$ cat config.mk
export PLATFORM = sky130hd
export DESIGN_NAME = eeprom_two_wire_slave_interface
export DESIGN_NICKNAME = d
export VERILOG_FILES = /design/src/common/eeprom_slave_pkg.sv /design/src/verilog/byte_fifo.sv /design/src/verilog/eeprom_two_wire_slave_interface.sv
export VERILOG_INCLUDE_DIRS = /design/src /design/src/common
export SDC_FILE = /design/constraint.sdc
export NUM_CORES = 1
export LEC_CHECK = 0
export CAP_MARGIN = 20
export CELL_PAD_IN_SITES_DETAIL_PLACEMENT = 0
export CELL_PAD_IN_SITES_GLOBAL_PLACEMENT = 2
export CORE_ASPECT_RATIO = 0.6
export CORE_MARGIN = 8
export CORE_UTILIZATION = 44
export CTS_BUF_LIST = sky130_fd_sc_hd__clkbuf_8 sky130_fd_sc_hd__clkbuf_16
export DETAILED_ROUTE_END_ITERATION = 10
export DONT_BUFFER_PORTS = 1
export GPL_TIMING_DRIVEN = 0
export MAX_ROUTING_LAYER = met4
export PLACE_DENSITY = 0.8
export SYNTH_ARGS = -nofsm -noshare
export SYNTH_HDL_FRONTEND = slang
export SYNTH_HIERARCHICAL = 1
export SYNTH_SLANG_ARGS = --single-unit
$ cat constraint.sdc
create_clock -name clk_sys -period 6.2 [get_ports clk_sys]
set_input_delay 0.31 -clock clk_sys [delete_from_list [all_inputs] [get_ports clk_sys]]
set_output_delay 0.31 -clock clk_sys [all_outputs]
set_load 0.02 [all_outputs]
$ cat src/common/eeprom_slave_regs.svh
`ifndef EEPROM_SLAVE_REGS_SVH
`define EEPROM_SLAVE_REGS_SVH

// Slave address layout
`define DEV_TYPE_CODE 4'ha
`define SLV_TYPE_MSB 7
`define SLV_TYPE_LSB 4
`define SLV_CS_TWO_BIT 3
`define SLV_CS_ONE_BIT 2
`define SLV_BLOCK_BIT 1
`define SLV_DIR_BIT 0

// Memory organisation
`define ARRAY_LOCATIONS 256
`define WRITE_PAGE_BYTES 16
`define PAGE_BLOCK_BITS 2048

// Timing
`define CLK_PERIOD_PS 5000
`define PROGRAM_CYCLE_TIME_US 10000
// Scaled in two steps so the product stays inside a 32-bit int
`define PROGRAM_CYCLE_CYCLES ((`PROGRAM_CYCLE_TIME_US * 1000) / (`CLK_PERIOD_PS / 1000))

`endif

$ cat src/common/eeprom_slave_pkg.sv
package eeprom_slave_pkg;

  typedef enum logic [6:0] {
    ST_IDLE = 7'h01,
    ST_ADDR = 7'h02,
    ST_WORD = 7'h04,
    ST_WDATA = 7'h08,
    ST_RDATA = 7'h10,
    ST_ACK = 7'h20,
    ST_WAIT_STOP = 7'h40
  } slave_state_e;

  typedef logic [7:0] byte_t;

endpackage : eeprom_slave_pkg

$ cat src/verilog/byte_fifo.sv
`timescale 1ns/1ps
module byte_fifo #(
  parameter int WIDTH = 17,
  parameter int DEPTH = 8
) (
  input wire logic clk_sys,
  input wire logic resetn,
  input wire logic clk_en,
  input wire logic in_valid,
  output logic in_ready,
  input wire logic [WIDTH-1:0] in_data,
  output logic out_valid,
  input wire logic out_ready,
  output logic [WIDTH-1:0] out_data
);
  localparam int AW = $clog2(DEPTH);

  initial begin
    if (DEPTH < 2 || (DEPTH & (DEPTH - 1)) != 0 || WIDTH < 1) begin
      $error("byte_fifo: DEPTH must be a power of two of at least 2");
    end
  end

  logic [WIDTH-1:0] mem_r [DEPTH];
  logic [AW:0] wr_ptr_r;
  logic [AW:0] rd_ptr_r;
  logic [AW:0] wr_ptr_nxt;
  logic [AW:0] rd_ptr_nxt;
  logic full;
  logic empty;
  logic push;
  logic pop;

  always_comb begin
    full = (wr_ptr_r[AW] != rd_ptr_r[AW]) && (wr_ptr_r[AW-1:0] == rd_ptr_r[AW-1:0]);
    empty = (wr_ptr_r == rd_ptr_r);
    in_ready = !full;
    out_valid = !empty;
    push = in_valid && !full;
    pop = out_ready && !empty;
    wr_ptr_nxt = wr_ptr_r + (AW + 1)'(push);
    rd_ptr_nxt = rd_ptr_r + (AW + 1)'(pop);
    out_data = mem_r[rd_ptr_r[AW-1:0]];
  end

  always_ff @(posedge clk_sys) begin
    if (!resetn) begin
      wr_ptr_r <= '0;
      rd_ptr_r <= '0;
    end else if (clk_en) begin
      wr_ptr_r <= wr_ptr_nxt;
      rd_ptr_r <= rd_ptr_nxt;
      if (push) begin
        mem_r[wr_ptr_r[AW-1:0]] <= in_data;
      end
    end
  end
endmodule : byte_fifo

$ cat src/verilog/eeprom_two_wire_slave_interface.sv
// Functional notes
// - Receiver pulls data low for the whole ninth clock, then releases it.
// - Transmitter releases data after eight bits and samples the acknowledge.
// - Byte after a write address is the 8-bit array address.
// - Array address picks one of 256 bytes; block bit extends it.
// - Write pages are 16 bytes aligned on 16-byte boundaries.
// - Each page block holds 2048 bits: 16 pages of 16 bytes.
// - Data line is open drain: pull low or release only.
// - Write protect high blocks programming of the upper half.
// - Protected write: address bytes acknowledged, data byte not.
// - Undriven write protect reads as low, unprotected.
// - Chip-select inputs must match their slave address bits.
// - Lowest selection bit chooses the page block, not a pin.
// - Data changes with clock low are data; with clock high, start/stop.
// - Watch for start except while programming; ignore the bus until one occurs.
// - Stop ends the transaction; standby unless a write is pending.
// - After a write-launching stop, standby needs a later stop.
// - Acknowledge a start followed by a matching slave address.
// - Acknowledge every written byte except protected data bytes and data bytes that find the buffer full.
// - In read, release after eight bits, next byte on master acknowledge.
// - Master no-acknowledge stops transmission until a stop arrives.
// - Slave address: 4-bit type, three selection bits, direction bit.
// - Respond only to device type 1010.
// - Direction one is read, zero is write.
// - During programming the bus side is off and address not acknowledged.
`timescale 1ns/1ps
`include "eeprom_slave_regs.svh"
module eeprom_two_wire_slave_interface
  import eeprom_slave_pkg::*;
#(
  parameter int PROGRAM_CYCLE_CYCLES = `PROGRAM_CYCLE_CYCLES,
  parameter int FIFO_DEPTH = 8
) (
  input wire logic clk_sys,
  input wire logic resetn,
  input wire logic clk_en,
  // Two-wire pins; the clock is input only
  input wire logic scl_in,
  input wire logic sda_in,
  output logic sda_out,
  output logic sda_oe_n,
  input wire logic chip_select_input_one,
  input wire logic chip_select_input_two,
  input wire logic write_protect,
  // Write stream to the array: {block, address, data}
  output logic wr_valid,
  input wire logic wr_ready,
  output logic [16:0] wr_data,
  output logic wr_commit,
  // Read data source: array supplies the byte at rd_addr
  output logic [8:0] rd_addr,
  output logic rd_req,
  input wire logic [7:0] rd_byte,
  output logic busy,
  output logic selected
);

  initial begin
    if (PROGRAM_CYCLE_CYCLES < 1 || FIFO_DEPTH < 2) begin
      $error("eeprom_two_wire_slave_interface: bad parameter");
    end
  end

  // ---------------------------------------------------------------
  // Pin synchronisers
  // ---------------------------------------------------------------
  // Pins are asynchronous to clk_sys, so two flops before any use
  logic [1:0] scl_sync_r;
  logic [1:0] sda_sync_r;
  logic [1:0] wp_sync_r;
  logic [1:0] cs1_sync_r;
  logic [1:0] cs2_sync_r;
  logic scl_d_r;
  logic sda_d_r;

  always_ff @(posedge clk_sys) begin
    if (!resetn) begin
      scl_sync_r <= 2'h3;
      sda_sync_r <= 2'h3;
      wp_sync_r <= 2'h0;
      cs1_sync_r <= 2'h0;
      cs2_sync_r <= 2'h0;
      scl_d_r <= 1'b1;
      sda_d_r <= 1'b1;
    end else if (clk_en) begin
      scl_sync_r <= {scl_sync_r[0], scl_in};
      sda_sync_r <= {sda_sync_r[0], sda_in};
      wp_sync_r <= {wp_sync_r[0], write_protect};
      cs1_sync_r <= {cs1_sync_r[0], chip_select_input_one};
      cs2_sync_r <= {cs2_sync_r[0], chip_select_input_two};
      scl_d_r <= scl_sync_r[1];
      sda_d_r <= sda_sync_r[1];
    end
  end

  logic scl_s;
  logic sda_s;
  logic scl_rise;
  logic scl_fall;
  logic start_det;
  logic stop_det;

  always_comb begin
    scl_s = scl_sync_r[1];
    sda_s = sda_sync_r[1];
    scl_rise = scl_s && !scl_d_r;
    scl_fall = !scl_s && scl_d_r;
    // Data edges with clock high are conditions only, never data
    start_det = scl_s && scl_d_r && sda_d_r && !sda_s;
    stop_det = scl_s && scl_d_r && !sda_d_r && sda_s;
  end

  // ---------------------------------------------------------------
  // Protocol state
  // ---------------------------------------------------------------
  slave_state_e state_r, state_nxt;
  slave_state_e after_ack_r, after_ack_nxt;
  logic [3:0] bit_cnt_r, bit_cnt_nxt;
  byte_t shift_r, shift_nxt;
  logic [7:0] word_addr_r, word_addr_nxt;
  logic block_r, block_nxt;
  logic ack_drive_r, ack_drive_nxt;
  logic drive_low_r, drive_low_nxt;
  logic wr_pending_r, wr_pending_nxt;
  logic standby_hold_r, standby_hold_nxt;
  logic [31:0] busy_cnt_r, busy_cnt_nxt;
  logic fifo_push;
  logic fifo_in_ready;
  logic addr_match;
  logic upper_protected;

  always_comb begin
    // Pins present are compared; the block bit is not
    addr_match = (shift_r[`SLV_TYPE_MSB:`SLV_TYPE_LSB] == `DEV_TYPE_CODE) &&
                 (shift_r[`SLV_CS_TWO_BIT] == cs2_sync_r[1]) &&
                 (shift_r[`SLV_CS_ONE_BIT] == cs1_sync_r[1]);
    // Upper half is block 1 of the two 256-byte blocks
    upper_protected = wp_sync_r[1] && block_r;
  end

  always_comb begin
    state_nxt = state_r;
    after_ack_nxt = after_ack_r;
    bit_cnt_nxt = bit_cnt_r;
    shift_nxt = shift_r;
    word_addr_nxt = word_addr_r;
    block_nxt = block_r;
    ack_drive_nxt = ack_drive_r;
    drive_low_nxt = drive_low_r;
    wr_pending_nxt = wr_pending_r;
    standby_hold_nxt = standby_hold_r;
    busy_cnt_nxt = busy_cnt_r;
    fifo_push = 1'b0;

    if (busy_cnt_r != 32'h0) begin
      busy_cnt_nxt = busy_cnt_r - 32'h1;
    end

    if (busy_cnt_r != 32'h0) begin
      // Interface off while programming: line released, only a stop is decoded
      state_nxt = ST_IDLE;
      drive_low_nxt = 1'b0;
      if (stop_det) begin
        standby_hold_nxt = 1'b1;
      end
    end else if (start_det) begin
      // Start anywhere, even mid-byte, restarts address reception
      state_nxt = ST_ADDR;
      bit_cnt_nxt = 4'h0;
      drive_low_nxt = 1'b0;
    end else if (stop_det) begin
      drive_low_nxt = 1'b0;
      state_nxt = ST_IDLE;
      if (wr_pending_r) begin
        busy_cnt_nxt = PROGRAM_CYCLE_CYCLES;
        wr_pending_nxt = 1'b0;
        // Only a stop after the program time may return to standby
        standby_hold_nxt = 1'b1;
      end else begin
        standby_hold_nxt = 1'b0;
      end
    end else begin
      case (state_r)
        ST_IDLE: begin
          drive_low_nxt = 1'b0;
        end
        ST_ADDR, ST_WORD, ST_WDATA: begin
          if (scl_rise && bit_cnt_r < 4'h8) begin
            shift_nxt = {shift_r[6:0], sda_s};
            bit_cnt_nxt = bit_cnt_r + 4'h1;
          end else if (scl_fall && bit_cnt_r == 4'h8) begin
            bit_cnt_nxt = 4'h0;
            ack_drive_nxt = 1'b0;
            after_ack_nxt = ST_IDLE;
            if (state_r == ST_ADDR) begin
              if (addr_match) begin
                ack_drive_nxt = 1'b1;
                block_nxt = shift_r[`SLV_BLOCK_BIT];
                after_ack_nxt = shift_r[`SLV_DIR_BIT] ? ST_RDATA : ST_WORD;
              end
            end else if (state_r == ST_WORD) begin
              word_addr_nxt = shift_r;
              ack_drive_nxt = 1'b1;
              after_ack_nxt = ST_WDATA;
            end else if (!upper_protected && fifo_in_ready) begin
              fifo_push = 1'b1;
              wr_pending_nxt = 1'b1;
              // Roll over within the 16-byte write page
              word_addr_nxt = {word_addr_r[7:4], word_addr_r[3:0] + 4'h1};
              ack_drive_nxt = 1'b1;
              after_ack_nxt = ST_WDATA;
            end else begin
              // Protected data byte or full buffer: no acknowledge, byte not queued
              ack_drive_nxt = 1'b0;
            end
            drive_low_nxt = ack_drive_nxt;
            state_nxt = ST_ACK;
          end
        end
        ST_ACK: begin
          // Hold the acknowledge through the whole ninth clock
          if (scl_fall) begin
            drive_low_nxt = 1'b0;
            state_nxt = after_ack_r;
            if (after_ack_r == ST_RDATA) begin
              shift_nxt = rd_byte;
              drive_low_nxt = !rd_byte[7];
              bit_cnt_nxt = 4'h1;
            end
          end
        end
        ST_RDATA: begin
          if (scl_fall && bit_cnt_r < 4'h8) begin
            drive_low_nxt = !shift_r[3'(7 - bit_cnt_r)];
            bit_cnt_nxt = bit_cnt_r + 4'h1;
          end else if (scl_fall && bit_cnt_r == 4'h8) begin
            drive_low_nxt = 1'b0;
            bit_cnt_nxt = 4'h9;
          end else if (scl_rise && bit_cnt_r == 4'h9) begin
            word_addr_nxt = word_addr_r + 8'h1;
            if (word_addr_r == 8'hff) begin
              block_nxt = !block_r;
            end
            if (sda_s) begin
              state_nxt = ST_WAIT_STOP;
            end else begin
              bit_cnt_nxt = 4'ha;
            end
          end else if (scl_fall && bit_cnt_r == 4'ha) begin
            shift_nxt = rd_byte;
            drive_low_nxt = !rd_byte[7];
            bit_cnt_nxt = 4'h1;
          end
        end
        ST_WAIT_STOP: begin
          drive_low_nxt = 1'b0;
        end
        default: begin
          state_nxt = ST_IDLE;
          drive_low_nxt = 1'b0;
        end
      endcase
    end
  end

  always_ff @(posedge clk_sys) begin
    if (!resetn) begin
      state_r <= ST_IDLE;
      after_ack_r <= ST_IDLE;
      bit_cnt_r <= 4'h0;
      shift_r <= 8'h00;
      word_addr_r <= 8'h00;
      block_r <= 1'b0;
      ack_drive_r <= 1'b0;
      drive_low_r <= 1'b0;
      wr_pending_r <= 1'b0;
      standby_hold_r <= 1'b0;
      busy_cnt_r <= 32'h0;
    end else if (clk_en) begin
      state_r <= state_nxt;
      after_ack_r <= after_ack_nxt;
      bit_cnt_r <= bit_cnt_nxt;
      shift_r <= shift_nxt;
      word_addr_r <= word_addr_nxt;
      block_r <= block_nxt;
      ack_drive_r <= ack_drive_nxt;
      drive_low_r <= drive_low_nxt;
      wr_pending_r <= wr_pending_nxt;
      standby_hold_r <= standby_hold_nxt;
      busy_cnt_r <= busy_cnt_nxt;
    end
  end

  // ---------------------------------------------------------------
  // Outputs
  // ---------------------------------------------------------------
  // Open drain: output value is always low, only the enable moves
  always_comb begin
    sda_out = 1'b0;
    sda_oe_n = !drive_low_r;
    rd_addr = {block_r, word_addr_r};
    rd_req = (state_r == ST_RDATA) || (after_ack_r == ST_RDATA);
    busy = (busy_cnt_r != 32'h0) || standby_hold_r;
    selected = (state_r != ST_IDLE) && (state_r != ST_ADDR);
    wr_commit = stop_det && wr_pending_r && (busy_cnt_r == 32'h0);
  end

  // Buffered write bytes; a full buffer refuses acknowledge
  byte_fifo #(
    .WIDTH(17),
    .DEPTH(FIFO_DEPTH)
  ) byte_fifo_inst (
    .clk_sys(clk_sys),
    .resetn(resetn),
    .clk_en(clk_en),
    .in_valid(fifo_push),
    .in_ready(fifo_in_ready),
    .in_data({block_r, word_addr_r, shift_r}),
    .out_valid(wr_valid),
    .out_ready(wr_ready),
    .out_data(wr_data)
  );

endmodule : eeprom_two_wire_slave_interface

==> results of run 1 <==
[flip-flops by register name, summed over array words and instances, names as in the netlist, 2 cells and up, named ones only]
| signal | flops |
|---|---|
| byte_fifo_inst/mem_r | 136 |
| busy_cnt_r | 32 |
| shift_r | 8 |
| word_addr_r | 8 |
| state_r | 7 |
| after_ack_r | 4 |
| bit_cnt_r | 4 |
| byte_fifo_inst/rd_ptr_r | 4 |
| byte_fifo_inst/wr_ptr_r | 4 |
| cs1_sync_r | 2 |
| cs2_sync_r | 2 |
| scl_sync_r | 2 |
| sda_sync_r | 2 |
| wp_sync_r | 2 |
[area by class of cell]
class / count / area, µm²
plain buffers: 43 / 214
clock buffers: 28 / 678
clock inverters: 13 / 95.1
fillers: 1996 / 11300
inverters: 11 / 41.3
multi-input cells: 551 / 4230
flip-flops and latches: 226 / 5890
well taps: 315 / 394
repair buffers: 27 / 240
[power by group]
group | total (µW) | leakage (µW) | internal (µW) | switching, µW
sequential | 1770 | 0.00193 | 1670 | 93.6
combinational | 1000 | 0.00153 | 360 | 640
clock | 1400 | 0.000404 | 820 | 575
[worst paths after layout]
kind	from	endpoint	slack, ns	cells after the start
max	busy_cnt_r[20]$_SDFFE_PN0P_	byte_fifo_inst/mem_r[3][10]$_DFFE_PP_	1.54	8
min	rd_byte[6]	shift_r[6]$_SDFFE_PN0P_	0.008	2
max reg2reg	busy_cnt_r[20]$_SDFFE_PN0P_	byte_fifo_inst/mem_r[3][10]$_DFFE_PP_	1.54	8
min reg2reg	sda_sync_r[0]$_SDFFE_PN1P_	sda_sync_r[0]$_SDFFE_PN1P_	0.48	2
[routing by layer]
layer,vias up,track usage (%),part of all wire (%)
met1,3444,29.3,53
met5,-,-,0
met3,27,3.01,6.6
li1,3253,-,-
met2,195,24.5,39
met4,0,3.15,1.2
[repair_timing]
item,4_1_cts,5_1_grt
buffers inserted,0,0
hold buffers,13,0
hold endpoints to repair,23,0
[cell usage after synthesis, drive strengths merged, types with 2 or more instances]
| cell | count | area (µm²) |
|---|---|---|
| a32oi | 2 | 17.5 |
| nor4 | 20 | 153 |
| a211oi | 7 | 52.6 |
| o21bai | 2 | 15.0 |
| and3 | 6 | 37.5 |
| nand4b | 5 | 58.8 |
| nand3b | 7 | 52.6 |
| inv | 11 | 41.3 |
| nor3 | 18 | 101 |
| a2111oi | 3 | 32.5 |
| nand2 | 75 | 284 |
| dfxtp | 90 | 1800 |
| clkbuf | 27 | 101 |
| nand3 | 27 | 135 |
| o31ai | 6 | 45.0 |
| a311oi | 8 | 82.6 |
| xnor2 | 24 | 210 |
| a31o | 3 | 26.3 |
| a21oi | 33 | 165 |
| xor2 | 18 | 158 |
| mux4 | 36 | 901 |
| a32o | 2 | 20.0 |
| nor3b | 4 | 30.0 |
| and4b | 3 | 30.0 |
| o22ai | 2 | 12.5 |
| nor2 | 93 | 352 |
| mux2i | 24 | 240 |
| or3 | 3 | 18.8 |
| or4 | 3 | 26.3 |
| edfxtp | 136 | 4080 |
| o21ai | 13 | 65.1 |
| ha | 9 | 113 |
| and2 | 8 | 50.1 |
| nand2b | 9 | 56.3 |
| nor2b | 15 | 93.8 |
| buf | 16 | 113 |
| mux2 | 17 | 191 |
| o2111ai | 2 | 17.5 |
| a31oi | 4 | 25.0 |
| nand4 | 11 | 68.8 |
| o211ai | 7 | 52.6 |
| o311ai | 2 | 25.0 |
| or3b | 2 | 17.5 |
[cells by family (layout without fill, tap and decap cells)]
logic type / count (synthesis) / in the layout / synth area share [%]
fa+ha+maj: 9 / 9 / 1.09
mux: 77 / 77 / 12.9
compound gates: 108 / 108 / 7.37
xor+xnor: 42 / 42 / 3.56
simple gates: 314 / 314 / 15.6
flops: 226 / 226 / 57.0
buf+inv: 54 / 122 / 2.47
other cells: 1 / 1 / 0.0363
[metrics by stage]
step | setup TNS, ns | total power, µW
after CTS | 0 | 4190
after global routing | 0 | 4370
after floorplan | 0 | 2550
after global placement | -27.15 | 2750
final | 0 | 4160
after detailed placement | 0 | 2780
[critical path, delay by kind of cell, from the launching register on]
family,cells,cell delay [ns]
and+or+nand+nor,6,3.51
DFF,1,0.35
buffers and inverters,2,0.51
==> results.sh, run 1 <==
export IMPL_final_min_clock_period_ns=4.66
export IMPL_design_area_um2=11800
export IMPL_vias=6919
export IMPL_leakage_uw=0.00387
export IMPL_fmax_mhz=215
export IMPL_post_drt_wl_per_cell_um=21.4
export IMPL_path_clk_slew_ns=0.06
export IMPL_vdd_ir_drop_max_v=0.000224
export IMPL_final_layout_size_suffix_gt1_share_pct=13.2
export IMPL_async_flop_share_pct=0
export IMPL_grt_start_max_net_pins=17
export IMPL_num_rows=43
export IMPL_ys_ff_latch=226
export IMPL_crit_slowest_cell="nor4b_1"
export IMPL_area_delta_synth_final_pct=14.1
export IMPL_drt_iter0_drc=577
export IMPL_synthDistinctLibCells=77
export IMPL_worstHoldPathType="in2reg"
export IMPL_grt_pass1_wl_um=40300
export IMPL_grt_usage_pct=18.5
export IMPL_arrival_ns=4.87
export IMPL_skew_ns=0.0187
export IMPL_setup_slack_ns=1.54
export IMPL_drc=0
export IMPL_start_kind="register"
export IMPL_cts_max_level=1
export IMPL_cts_resized=0
export IMPL_layout_commonest_cell="edfxtp_1"
export IMPL_die_height_um=135
export IMPL_setup_violations_final=0
export IMPL_slew_headroom_pct=27.7
export IMPL_synth_cells=831
export IMPL_gp_congestion=0.890
export IMPL_required_ns=6.41
export IMPL_dr_pass1_iters=5
export IMPL_cts_sinks=226
export IMPL_yosys_warnings=6
export IMPL_status="completed"
export IMPL_syn_cell_area_um2=10300
export IMPL_die_w_um=214
export IMPL_postRouteAntennaNets=0
export IMPL_start_util_pct=44.7
export IMPL_synth_ff_type="edfxtp_1"
export IMPL_via_per_inst=5.70
export IMPL_antennaDiodeCount=0
export IMPL_path_cells="nor4_1, nand3_1, or4_1, nor4b_1, nand3_1, nor4_2, buf_4, buf_4"
export IMPL_worstSetupPathType="reg2reg"
export IMPL_dieArea_um2=28800
export IMPL_cts_tree="done"
export IMPL_preCtsSetupSlack_ns=1.58
export IMPL_dp_cells=1158
export IMPL_stdcell_count=1214
export IMPL_critPathMaxStageDelay_ns=0.72
export IMPL_drv_slew=0
export IMPL_synth_edf_count=136
export IMPL_finalWirelength_um=26000
export IMPL_gr_total_overflow=0
export IMPL_core_um2=23100
export IMPL_worstPathMaxFanout=7
export IMPL_io_buffer_count=0
export IMPL_pin_count=50
export IMPL_rsz0062_at_grt="no"
export IMPL_synth_area_per_cell_um2=12.4
export IMPL_yosysSeqAreaShare_pct=57.0
export IMPL_grt_pass1_vias=6694
export IMPL_mostFrequentLayoutCells="edfxtp_1, nor2_1, dfxtp_1"
export IMPL_hpwl_um=18900
export IMPL_antenna_found_initial=0
export IMPL_finalCritPeriodShare_pct=75.2
export IMPL_syn_num_nets=857
export IMPL_end_kind="register"
export IMPL_hold_violations=0
export IMPL_layout_nets=909
export IMPL_placed_area_um2=10900
export IMPL_clockBufferDepth=3
export IMPL_cts_buffers=23
export IMPL_clk_latency_ns=0.51
export IMPL_worst_pin_slew_ns=1.08
export IMPL_maxCapViolCount=0
export IMPL_clock_root_buffer="clkbuf_16"
export IMPL_power_density_nw_per_um2=353
export IMPL_worst_hold_slack_ns=0.00847
export IMPL_final_core_util_pct=51.0
(Power assumes the default switching activity.)
==> inputs of run 2 (changes only) <==
Settings changed: CORE_UTILIZATION 44 to 40, PLACE_DENSITY 0.8 to 0.76.
Clock period 6.2 ns to 4 ns, I/O delays scaled along.
==> results.sh, run 2 (synthesis gave the netlist of run 1 again) <==
export IMPL_cts_sinks=226
export IMPL_core_um2=25300
export IMPL_via_per_inst=5.68
export IMPL_cpMostUsedCell="buf_4"
export IMPL_r2r_cells=9
export IMPL_layout_commonest_cell="edfxtp_1"
export IMPL_worst_pin_slew_ns=0.931
export IMPL_clockBufferDepth=3
export IMPL_r2r_start="busy_cnt_r[2]$_SDFFE_PN0P_"
export IMPL_critPathMaxStageDelay_ns=0.73
export IMPL_hold_violations=0
export IMPL_arrival_ns=4.03
export IMPL_drc=0
export IMPL_antennaDiodeCount=0
export IMPL_dieArea_um2=31400
export IMPL_die_w_um=223
export IMPL_worstHoldPathType="in2reg"
export IMPL_path_cells="or4_4, nand4b_4, or4_1, nor4b_4, nand3_2, nor4_4, buf_4, buf_4, buf_4"
export IMPL_design_area_um2=12100
export IMPL_critPathLaunch="busy_cnt_r[2]$_SDFFE_PN0P_"
export IMPL_rsz0062_at_grt="no"
export IMPL_rrSetupSlack_ns=0.20
export IMPL_power_density_nw_per_um2=540
export IMPL_maxCapViolCount=0
export IMPL_grt_pass1_vias=6904
export IMPL_crit_family="simple AND/OR/NAND/NOR gates"
export IMPL_area_delta_synth_final_pct=16.9
export IMPL_final_min_clock_period_ns=3.80
export IMPL_cts_max_level=1
export IMPL_hpwl_um=19100
export IMPL_finalWirelength_um=26800
export IMPL_post_drt_wl_per_cell_um=21.5
export IMPL_slew_headroom_pct=37.4
export IMPL_layout_nets=928
export IMPL_die_height_um=140
export IMPL_num_rows=45
export IMPL_io_buffer_count=0
export IMPL_largest_reg_flops=136
export IMPL_status="completed"
export IMPL_skew_ns=0.0196
export IMPL_placed_area_um2=10900
export IMPL_critPathCapture="byte_fifo_inst/mem_r[3][6]$_DFFE_PP_"
export IMPL_reg2reg_to="byte_fifo_inst/mem_r[3][6]$_DFFE_PP_"
export IMPL_pin_count=50
export IMPL_worstSetupPathType="reg2reg"
export IMPL_required_ns=4.22
export IMPL_worst_hold_slack_ns=0.00957
export IMPL_start_util_pct=40.8
export IMPL_finalCritPeriodShare_pct=95.1
export IMPL_drt_iter0_drc=726
export IMPL_postRouteAntennaNets=0
export IMPL_cts_tree="done"
export IMPL_cts_buffers=23
export IMPL_gp_congestion=0.866
export IMPL_setup_violations_final=0
export IMPL_final_layout_size_suffix_gt1_share_pct=15.4
export IMPL_grt_start_max_net_pins=17
export IMPL_worstPathMaxFanout=9
export IMPL_grt_pass1_wl_um=41500
export IMPL_vdd_ir_drop_max_v=0.000354
export IMPL_antenna_found_initial=0
export IMPL_fmax_mhz=263
export IMPL_crit_slowest_cell="or4_1"
export IMPL_drv_slew=0
export IMPL_mostFrequentLayoutCells="edfxtp_1, nor2_1, dfxtp_1"
export IMPL_start_kind="register"
export IMPL_clock_root_buffer="clkbuf_16"
export IMPL_cp_num_buf_inv=3
export IMPL_grt_usage_pct=17.3
export IMPL_crit_cells=9
export IMPL_dr_pass1_iters=5
export IMPL_leakage_uw=0.00393
export IMPL_path_clk_slew_ns=0.06
export IMPL_end_kind="register"
export IMPL_gr_total_overflow=0
export IMPL_vias=7089
export IMPL_clk_latency_ns=0.53
## run 2: power breakdown
| group | leakage [µW] | internal, µW | switching (µW) |
|---|---|---|---|
| combinational | 0.00163 | 588 | 1000 |
| clock | 0.000403 | 1280 | 905 |
| sequential | 0.00189 | 2590 | 151 |
| total | 0.00393 | 4460 | 2060 |
## run 2: per-layer routing
metal	part of all wire, %	GRT usage (%)
met5	0	-
met1	53	26.4
met2	40	23.4
met3	5.6	3.54
met4	1.3	3.14
## run 2: how the worst min path moves through the flow
stage,from,endpoint,slack (ns),depth (start not counted)
2_1_floorplan,resetn,byte_fifo_inst/rd_ptr_r[3]$_SDFFE_PN0P_,0.32,1
3_3_place_gp,resetn,byte_fifo_inst/wr_ptr_r[3]$_SDFFE_PN0P_,0.32,1
3_5_place_dp,resetn,byte_fifo_inst/wr_ptr_r[3]$_SDFFE_PN0P_,0.33,1
4_1_cts,resetn,word_addr_r[0]$_SDFFE_PN0P_,0.003,3
5_1_grt,resetn,state_r[4]$_SDFFE_PN0P_,0.03,2
6_report,resetn,word_addr_r[0]$_SDFFE_PN0P_,0.01,3
## run 2: per-stage QoR
stage	instances	util, %	power, µW	setup TNS [ns]	worst slack (ns)
floorplan	831	-	3950	-20.43	-0.534
global placement	1160	42.4	4260	-273.54	-2.99
detailed placement	1171	43.1	4300	-73.39	-0.895
CTS	1235	47.3	6530	0	0.00934
global route	1247	47.6	6840	0	0.0251
finish	1247	47.6	6520	0	0.196
## run 2: worst register-to-register path, stage by stage, from the launching register on
cell and delay (ns):
dfxtp_1 0.35, or4_4 0.59, nand4b_4 0.29, or4_1 0.73, nor4b_4 0.43, nand3_2 0.31
nor4_4 0.25, buf_4 0.21, buf_4 0.16, buf_4 0.18
## run 2: final cells by class
type                       instances  area (µm²)
tap                              329         412
buffer                            43         214
timing repair buffer              46         407
clock inverter                    14         134
clock buffer                      27         642
sequential                       226        5890
multi-input combinational        551        4340
inverter                          11        41.3
fill                            2235       13300
## run 2: repair_timing
action / in CTS / in global routing
setup endpoints to repair: 136 / 41
buffers inserted: 8 / 10
hold endpoints to repair: 25 / 0
hold buffers: 15 / 0
pin swaps: 5 / 4
gates resized for setup: 12 / 2
